[src/rtl/exs_map.vh]
`ifndef EXS_MAP_VH
`define EXS_MAP_VH

// Register port offsets, setup reset value and setup bit positions
`define EXS_OFF_SETUP 4'h0
`define EXS_OFF_STATUS 4'h1
`define EXS_SETUP_RESET 8'h0b
`define EXS_BIT_USER_SEL 3
`define EXS_BIT_NMI_EDGE 2

// Flag word mask bits
`define EXS_BIT_PRIMARY 7
`define EXS_BIT_SECONDARY 6

// Vector numbers
`define EXS_VEC_RESET 6'h00
`define EXS_VEC_NMI 6'h07
`define EXS_VEC_TRAP_BASE 6'h08
`define EXS_VEC_EXT0 6'h0c
`define EXS_VEC_EXT1 6'h0d
`define EXS_VEC_INT_FIRST 6'h14
`define EXS_VEC_INT_LAST 6'h3c

// Stack image size in bytes
`define EXS_STACK_STEP 24'h000004

// Reset hold figures for the outside source
`define EXS_HOLD_POWERUP_MS 20
`define EXS_HOLD_RUN_CYCLES 10

`endif

[src/rtl/exs_sync.v]
`timescale 1ns/1ps
// Two-stage synchroniser, one per bit
module exs_sync #(
  parameter W = 1,
  parameter [W-1:0] INIT = {W{1'b0}}
) (
  input wire core_clk,
  input wire rstn,
  input wire clk_en,
  input wire [W-1:0] d_in,
  output wire [W-1:0] q_out
);

genvar i;
generate
  for (i = 0; i < W; i = i + 1)
  begin : g_bit
    reg meta_reg;
    reg sync_reg;
    // First stage feeds only the second
    always @(posedge core_clk or negedge rstn)
    begin
      if (!rstn)
      begin
        meta_reg <= INIT[i];
        sync_reg <= INIT[i];
      end
      else if (clk_en)
      begin
        meta_reg <= d_in[i];
        sync_reg <= meta_reg;
      end
    end
    assign q_out[i] = sync_reg;
  end
endgenerate

endmodule

[src/rtl/exs_nmi_edge.v]
`timescale 1ns/1ps
// Edge detector for the synchronised nonmask_irq level
module exs_nmi_edge (
  input wire core_clk,
  input wire rstn,
  input wire clk_en,
  input wire nmi_sync,
  input wire rise_sel,
  output wire nmi_event
);

reg last_reg;

// Previous sample of the synchronised level
always @(posedge core_clk or negedge rstn)
begin
  if (!rstn)
    last_reg <= 1'b1;
  else if (clk_en)
    last_reg <= nmi_sync;
end

// Rising edge when selected, falling edge otherwise
assign nmi_event = clk_en & (rise_sel ? (nmi_sync & ~last_reg)
                                      : (~nmi_sync & last_reg));

endmodule

[src/rtl/exs_sequencer.v]
// Design decisions made here: the register offsets and the plain strobed port.
`timescale 1ns/1ps
`include "exs_map.vh"
module exs_sequencer #(
  parameter AW = 24
) (
  input wire core_clk,
  input wire rstn,
  input wire clk_en,
  input wire hard_init_pin_n,
  input wire nonmask_irq,
  input wire irq_valid,
  input wire [5:0] irq_vec,
  input wire irq_high,
  output wire irq_ack,
  input wire instr_done,
  input wire trap_req,
  input wire [1:0] trap_num,
  output wire trap_ack,
  input wire [AW-1:0] pc_in,
  input wire [7:0] flag_in,
  input wire [AW-1:0] sp_in,
  output reg [AW-1:0] pc_out,
  output reg pc_load,
  output reg [7:0] flag_out,
  output reg flag_load,
  output reg [AW-1:0] sp_out,
  output reg sp_load,
  output wire core_init,
  output wire core_hold,
  output reg [AW-1:0] mem_addr,
  output reg [31:0] mem_wdata,
  output reg mem_rd,
  output reg mem_wr,
  input wire [31:0] mem_rdata,
  input wire mem_ack,
  input wire [3:0] reg_addr,
  input wire [7:0] reg_wdata,
  input wire reg_wr,
  input wire reg_rd,
  output reg [7:0] reg_rdata
);

localparam [2:0] ST_INIT = 3'h0;
localparam [2:0] ST_IDLE = 3'h1;
localparam [2:0] ST_PUSH = 3'h2;
localparam [2:0] ST_VEC = 3'h3;
localparam [2:0] ST_JUMP = 3'h4;

////////////////////////////////////////////////////////////////////////////////
// Pin synchronisers and edge detection

wire [1:0] pins_sync;
wire init_sync_n;
wire nmi_sync;
wire nmi_event;

exs_sync #(
  .W(2),
  .INIT(2'b11) // Both pins idle high, so no false edge after reset
) u_sync (
  .core_clk(core_clk),
  .rstn(rstn),
  .clk_en(clk_en),
  .d_in({hard_init_pin_n, nonmask_irq}),
  .q_out(pins_sync)
);

assign init_sync_n = pins_sync[1];
assign nmi_sync = pins_sync[0];

reg [7:0] setup_reg;

exs_nmi_edge u_edge (
  .core_clk(core_clk),
  .rstn(rstn),
  .clk_en(clk_en),
  .nmi_sync(nmi_sync),
  .rise_sel(setup_reg[`EXS_BIT_NMI_EDGE]),
  .nmi_event(nmi_event)
);

////////////////////////////////////////////////////////////////////////////////
// State

reg [2:0] state_reg;
reg [2:0] state_next;
reg [5:0] vec_reg;
reg is_reset_reg;
reg is_trap_reg;
reg block_reg;
reg nmi_pend_reg;
reg seq_end_reg;

wire user_sel = setup_reg[`EXS_BIT_USER_SEL];
wire idle = (state_reg == ST_IDLE);
wire boundary = instr_done | seq_end_reg;

// Only documented interrupt vectors may be taken
wire vec_legal = (irq_vec == `EXS_VEC_EXT0) || (irq_vec == `EXS_VEC_EXT1) ||
                 ((irq_vec >= `EXS_VEC_INT_FIRST) &&
                  (irq_vec <= `EXS_VEC_INT_LAST));

// Three-level masking from the current flag word
wire prim = flag_in[`EXS_BIT_PRIMARY];
wire sec = flag_in[`EXS_BIT_SECONDARY];
wire mask_ok = ~prim | (~user_sel & ~sec & irq_high);

wire take_nmi = nmi_pend_reg;
wire take_irq = irq_valid & vec_legal & mask_ok;
wire take_int = idle & clk_en & boundary & ~block_reg & (take_nmi | take_irq);
wire take_trap = idle & clk_en & trap_req & ~take_int;

assign irq_ack = take_int & ~take_nmi;
assign trap_ack = take_trap;
assign core_init = ~init_sync_n;
assign core_hold = ~idle | ~init_sync_n;

// Vector to fetch for the accepted source
wire [5:0] vec_pick = take_int ? (take_nmi ? `EXS_VEC_NMI : irq_vec)
                               : (`EXS_VEC_TRAP_BASE | {4'h0, trap_num});

// Push address: stack grows down, even addresses only
wire [AW-1:0] sp_dec = sp_in - `EXS_STACK_STEP;
wire [AW-1:0] push_addr = {sp_dec[AW-1:1], 1'b0};

// Flag word after masking for interrupts and traps
wire [7:0] both_masks = flag_in | (8'h01 << `EXS_BIT_PRIMARY) | (8'h01 << `EXS_BIT_SECONDARY);
wire [7:0] prim_mask = flag_in | (8'h01 << `EXS_BIT_PRIMARY);
wire [7:0] flag_mask = (is_trap_reg & user_sel) ? prim_mask : both_masks;

////////////////////////////////////////////////////////////////////////////////
// Sequencer next state

always @*
begin
  state_next = state_reg;
  case (state_reg)
    ST_INIT:
      if (init_sync_n)
        state_next = ST_VEC;
    ST_IDLE:
      if (take_int || take_trap)
        state_next = ST_PUSH;
    ST_PUSH:
      if (mem_ack)
        state_next = ST_VEC;
    ST_VEC:
      if (mem_ack)
        state_next = ST_JUMP;
    ST_JUMP:
      state_next = ST_IDLE;
    default:
      state_next = ST_INIT;
  endcase
end

// Sequencer registers
always @(posedge core_clk or negedge rstn)
begin
  if (!rstn)
  begin
    state_reg <= ST_INIT;
    vec_reg <= `EXS_VEC_RESET;
    is_reset_reg <= 1'b1;
    is_trap_reg <= 1'b0;
    seq_end_reg <= 1'b0;
  end
  else if (!init_sync_n)
  begin
    state_reg <= ST_INIT;
    vec_reg <= `EXS_VEC_RESET;
    is_reset_reg <= 1'b1;
    is_trap_reg <= 1'b0;
    seq_end_reg <= 1'b0;
  end
  else if (clk_en)
  begin
    state_reg <= state_next;
    seq_end_reg <= (state_reg == ST_JUMP) & ~is_reset_reg;
    if (idle && (take_int || take_trap))
    begin
      vec_reg <= vec_pick;
      is_reset_reg <= 1'b0;
      is_trap_reg <= take_trap;
    end
  end
end

////////////////////////////////////////////////////////////////////////////////
// Memory access: longword push, then longword vector fetch; after reset the fetch comes alone

always @(posedge core_clk or negedge rstn)
begin
  if (!rstn)
  begin
    mem_addr <= {AW{1'b0}};
    mem_wdata <= 32'h00000000;
    mem_rd <= 1'b0;
    mem_wr <= 1'b0;
  end
  else if (!init_sync_n)
  begin
    mem_addr <= {AW{1'b0}};
    mem_wdata <= 32'h00000000;
    mem_rd <= 1'b0;
    mem_wr <= 1'b0;
  end
  else if (clk_en)
  begin
    if (state_reg == ST_INIT)
    begin
      mem_addr <= {AW{1'b0}};
      mem_rd <= 1'b1;
    end
    else if (idle && (take_int || take_trap))
    begin
      mem_addr <= push_addr;
      mem_wdata <= {flag_in, pc_in[23:0]};
      mem_wr <= 1'b1;
    end
    else if (state_reg == ST_PUSH && mem_ack)
    begin
      mem_wr <= 1'b0;
      mem_rd <= 1'b1;
      mem_addr <= {{(AW-8){1'b0}}, vec_reg, 2'b00};
    end
    else if (state_reg == ST_VEC && mem_ack)
      mem_rd <= 1'b0;
  end
end

////////////////////////////////////////////////////////////////////////////////
// Core register updates

always @(posedge core_clk or negedge rstn)
begin
  if (!rstn)
  begin
    pc_out <= {AW{1'b0}};
    pc_load <= 1'b0;
    flag_out <= 8'h00;
    flag_load <= 1'b0;
    sp_out <= {AW{1'b0}};
    sp_load <= 1'b0;
  end
  else if (!init_sync_n)
  begin
    pc_out <= {AW{1'b0}};
    pc_load <= 1'b0;
    flag_out <= 8'h00;
    flag_load <= 1'b0;
    sp_out <= {AW{1'b0}};
    sp_load <= 1'b0;
  end
  else if (clk_en)
  begin
    pc_load <= 1'b0;
    flag_load <= 1'b0;
    sp_load <= 1'b0;
    if (state_reg == ST_INIT)
    begin
      flag_out <= 8'h01 << `EXS_BIT_PRIMARY;
      flag_load <= 1'b1;
    end
    else if (state_reg == ST_PUSH && mem_ack)
    begin
      sp_out <= push_addr;
      sp_load <= 1'b1;
      flag_out <= flag_mask;
      flag_load <= 1'b1;
    end
    else if (state_reg == ST_VEC && mem_ack)
    begin
      pc_out <= mem_rdata[AW-1:0];
      pc_load <= 1'b1;
    end
  end
end

////////////////////////////////////////////////////////////////////////////////
// Interrupt gate after reset and nonmask request latch

always @(posedge core_clk or negedge rstn)
begin
  if (!rstn)
  begin
    block_reg <= 1'b1;
    nmi_pend_reg <= 1'b0;
  end
  else if (!init_sync_n)
  begin
    block_reg <= 1'b1;
    nmi_pend_reg <= 1'b0;
  end
  else if (clk_en)
  begin
    // Cleared only when the first program instruction has completed
    if (block_reg && idle && instr_done && !seq_end_reg)
      block_reg <= 1'b0;
    // A new edge wins over the acceptance clear
    if (nmi_event)
      nmi_pend_reg <= 1'b1;
    else if (take_int && take_nmi)
      nmi_pend_reg <= 1'b0;
  end
end

////////////////////////////////////////////////////////////////////////////////
// Register port

always @(posedge core_clk or negedge rstn)
begin
  if (!rstn)
  begin
    setup_reg <= `EXS_SETUP_RESET;
    reg_rdata <= 8'h00;
  end
  else if (!init_sync_n)
  begin
    setup_reg <= `EXS_SETUP_RESET;
    reg_rdata <= 8'h00;
  end
  else if (clk_en)
  begin
    if (reg_wr && reg_addr == `EXS_OFF_SETUP)
      setup_reg <= reg_wdata;
    if (reg_rd)
    begin
      case (reg_addr)
        `EXS_OFF_SETUP:
          reg_rdata <= setup_reg;
        `EXS_OFF_STATUS:
          reg_rdata <= {2'b00, block_reg, nmi_pend_reg, is_trap_reg, state_reg};
        default:
          reg_rdata <= 8'h00;
      endcase
    end
    else
      reg_rdata <= 8'h00;
  end
end

endmodule

[config.mk]
export PLATFORM = sky130hd
export DESIGN_NAME = exs_sequencer
export DESIGN_NICKNAME = d
export VERILOG_FILES = /design/src/rtl/exs_sync.v /design/src/rtl/exs_nmi_edge.v /design/src/rtl/exs_sequencer.v
export VERILOG_INCLUDE_DIRS = /design/src /design/src/rtl
export SDC_FILE = /design/constraint.sdc
export NUM_CORES = 1
export LEC_CHECK = 0
export ABC_AREA = 1
export BUFFER_PORTS_ARGS = -buffer_cell sky130_fd_sc_hd__buf_2
export CAP_MARGIN = 40
export CORE_MARGIN = 4
export CORE_UTILIZATION = 50
export CTS_BUF_LIST = sky130_fd_sc_hd__clkbuf_16
export DETAILED_ROUTE_END_ITERATION = 12
export GPL_ROUTABILITY_DRIVEN = 1
export GPL_TIMING_DRIVEN = 0
export MAX_ROUTING_LAYER = met4
export PLACE_DENSITY = 0.81
export SYNTH_ARGS = -nofsm -noshare
export SYNTH_HDL_FRONTEND = slang
export SYNTH_HIERARCHICAL = 1
export SYNTH_SLANG_ARGS = --single-unit
[constraint.sdc]
create_clock -name core_clk -period 2.46 [get_ports core_clk]
set_clock_uncertainty 0.05 [all_clocks]
set_input_delay 0.123 -clock core_clk [delete_from_list [all_inputs] [get_ports core_clk]]
set_output_delay 0.123 -clock core_clk [all_outputs]
set_load 0.02 [all_outputs]
==> key figures <==
Global route
  – Initial antenna violation count: 2
  – GRT overflow: 0
  – First-pass GRT wire length: 33000 um
  – Tot GR Track Use: between 20% and 30%
  – Largest net degree at the start of global routing: 80
  – Vias in the first global route: 6820

Synthesis
  – Cell Area, Synth: 0.00669 mm2
  – Syn Area/Cell: 8.67 um2
  – Post-Synth Adder-Cell Area: 0.187%
  – Largest family of logic cells by synthesized area: simple AND/OR/NAND/NOR gates
  – Post-synthesis sequential area ratio: 56.3%
  – Synth Register Bits: 150
  – Netlist cell types: 36
  – Yosys warns: 6
  – Synthesized netlist cell count: 772
  – Post-Synth Simple-Gate Area: roughly a quarter
  – Multiplexer share of the synthesized area: 0%
  – Synth Area in Compound Gates: 9.16%
  – Post-synthesis xor/xnor area fraction: 2.62%

Floorplanning
  – Io pins: 249
  – FP Rows: 42
  – Die ar.: 0.0153 mm2
  – Core Area: 0.0132 mm2
  – Chip width: around 120 um
  – Die H: 124 um
  – Initial core utilization: between 50% and 60%

Placement
  – Port buffer count: roughly 240
  – Post-place setup slack: 0.287 ns
  – RD Place Congestion: 0.846
  – Hpwl dp: 14200 um

Route
  – Total wire length: 21100 um
  – Via count: 6729
  – Routed WL per cell: 16.1 um
  – Starting DRT DRC Count: 480
  – Drt drc: 0
  – Final ANT Viol Nets: 0
  – Avg Vias per Cell: about 5.1
  – TritonRoute pass-1 iters: 5

Layout
  – Fraction of layout cells with a size suffix above 1: 27.5%
  – Max reg flops: 32
  – Final core occ: 72.9%
  – Nets: about 1.2k
  – Register area: 0.00377 mm2
  – Largest regs: mem_wdata x32, pc_out x24
  – Multi-input combinational cell area: 0.00250 mm2
  – Fillers: 943
  – Top reg by flops: mem_wdata
  – Area delta synth->final: 43.6%

Hold path
  – Hold Path Class: in2reg

STA
  – Worst hold slack: about 0.015 ns
  – Final-report hold violation count: 0
  – Setup slack after layout: between 0.2 and 0.25 ns
  – Final min period: between 2 and 2.5 ns
  – FMAX: 446 MHz
  – Relative slew slack: 55.6%
  – # setup viols final: 0
  – Actual slew at the worst max-slew pin: about 0.67 ns
  – Total Neg Setup Slack: 0 ns
  – Max Slew Vio Count: 0
  – RSZ-0062 raised after global routing: false
  – Period Utilization, post-route: roughly 90%

Worst setup path
  – CP startpoint kind: register
  – CP max FO: 10
  – Critical path class: reg2reg
  – CP Capture Type: register
  – CP Data Arrival Time: 2.52 ns
  – CP max-delay cell: dfstp_2
  – Critical path cell sequence: buf_4 -> buf_2 -> inv_2 -> nor2_1 -> a21oi_1 -> inv_1 -> clkbuf_1 -> nand2_1 -> o21ai_0
  – WP data required: 2.74 ns
  – Max stage delay on crit path: around 0.53 ns

Clock network
  – Clk sinks: 150
  – Worst-path clk slew: approximately 0.060 ns
  – CTS Root Cell: clkbuf_16
  – Clock buffer depth: 2
  – Clock Latency Late Sink: about 0.42 ns
  – Postcts setup bufs: 0
  – CTS tree: built
  – CTS Buf Count: 17
  – H-tree levels: 4

Power
  – Peak VDD IR: 627 uV
  – Pwr/cell area: 663 mW/mm2
  – Leak: 5.27 nW

Job
  – MaxCap Viol Count: 0

Outcome
  – Status: completed
==> critical path: cells and delay by family, from the launching register on <==
family | cells | cell delay, ns
AO/OA/AOI/OAI | 2 | 0.20
buffers and inverters | 5 | 0.96
flip-flops | 1 | 0.53
AND/OR/NAND/NOR | 2 | 0.40
==> cell usage in the layout, fill, tap and decap left out, types with 2 or more instances in the layout <==
cell	netlist	layout
nor3_1	6	6
clkinvlp_4	0	3
clkbuf_16	0	17
nor2_1	43	43
nor4_1	3	3
bufinv_16	0	4
o21ai_1	28	28
buf_2	6	242
dlygate4sd3_1	0	87
a21oi_1	8	8
nand2_4	3	3
clkbuf_1	18	17
buf_1	3	3
conb_1	1	2
o31ai_1	7	7
buf_4	4	4
o22ai_1	7	7
o211ai_1	6	6
o21ai_0	43	43
dfrtp_1	140	140
diode_2	0	3
nand2_1	251	251
nand3_1	73	73
clkinv_1	1	5
nand4_1	7	7
xor2_1	12	12
a32o_1	6	6
xnor2_1	8	8
nor3_2	3	3
inv_2	11	11
dfstp_2	10	10
buf_6	5	6
nand3b_1	3	3
inv_1	49	51
==> final timing paths <==
path | startpoint | end | slack (ns) | depth (start not counted)
max reg2reg | u_sync/g_bit[1].sync_reg$_DFFE_PN1P_ | sp_out[12]$_DFFE_PN0P_ | 0.22 | 9
max | u_sync/g_bit[1].sync_reg$_DFFE_PN1P_ | sp_out[12]$_DFFE_PN0P_ | 0.22 | 9
max in group asynchronous | rstn | u_sync/g_bit[0].sync_reg$_DFFE_PN1P_ | 1.27 | 3
min | sp_in[18] | mem_addr[18]$_DFFE_PN0P_ | 0.02 | 3
min reg2reg | u_sync/g_bit[1].sync_reg$_DFFE_PN1P_ | u_sync/g_bit[1].sync_reg$_DFFE_PN1P_ | 0.41 | 2
min in group asynchronous | rstn | sp_out[17]$_DFFE_PN0P_ | 0.23 | 2
==> metal layers <==
layer  routed length, um  GRT usage (%)
met5                   0              -
met4                 768           12.8
met3                1550           7.04
met2               10500           47.3
met1                8260           33.7
==> power breakdown <==
part / switching (mW) / internal, mW
clock: 0.978 / 1.66
combinational: 0.681 / 0.382
sequential: 0.0706 / 2.59
total: 1.73 / 4.64
==> metrics by stage <==
stage / instance area, um2 / cells / power [mW]
floorplan: 6700 / 773 / 3.23
global placement: 8100 / 1186 / 3.61
detailed placement: 8140 / 1187 / 3.64
CTS: 9600 / 1305 / 6.39
global route: 9610 / 1307 / 6.62
finish: 9610 / 1308 / 6.37
==> what timing repair did <==
item | in CTS | in global routing
gates resized for setup | 0 | 2
hold endpoints to repair | 167 | 0
endpoints found under the setup margin | 0 | 1
hold buffers | 87 | 0
==> Yosys cell counts <==
cell type	number	area [um2]
nor4_1	3	18.8
buf_2	6	30.0
nor2_4	1	11.3
nand2_1	251	942
ha_1	1	12.5
nor2_1	43	161
nor3_1	6	30.0
inv_2	11	41.3
clkinv_1	1	3.75
nor3_2	3	30.0
clkbuf_1	18	67.6
dfstp_2	10	263
inv_1	49	184
nand3_1	73	365
xor2_1	12	105
and2_1	1	6.26
inv_4	1	6.26
o31ai_1	7	52.6
o21ai_1	28	140
nor3_4	1	16.3
conb_1	1	3.75
buf_6	5	56.3
o211ai_1	6	45.0
a32o_1	6	60.1
nand3_2	1	10.0
o21ai_0	43	215
o21ai_4	1	16.3
nand4_1	7	43.8
o22ai_1	7	43.8
dfrtp_1	140	3500
buf_1	3	11.3
xnor2_1	8	70.1
nand2_4	3	33.8
a21oi_1	8	40.0
buf_4	4	30.0
nand3b_1	3	22.5
==> logic make-up (layout without fill, tap and decap cells) <==
logic type	Yosys count	in the layout
compound gates	106	106
buf+inv	98	454
xor+xnor	20	20
fa+ha+maj	1	1
simple gates	396	396
other cells	1	5
flops	150	150
==> cell type report <==
| class | count | share of cell area (%) |
|---|---|---|
| sequential | 150 | 39.2 |
| tap | 176 | 2.29 |
| multi-input combinational | 525 | 26.0 |
| antenna | 3 | 0.0781 |
| clock buffer | 17 | 4.43 |
| timing repair buffer | 325 | 21.8 |
| inverter | 62 | 2.45 |
| buffer | 36 | 2.04 |
| clock inverter | 14 | 1.77 |
No activity file was read; power rests on OpenSTA's default activity.
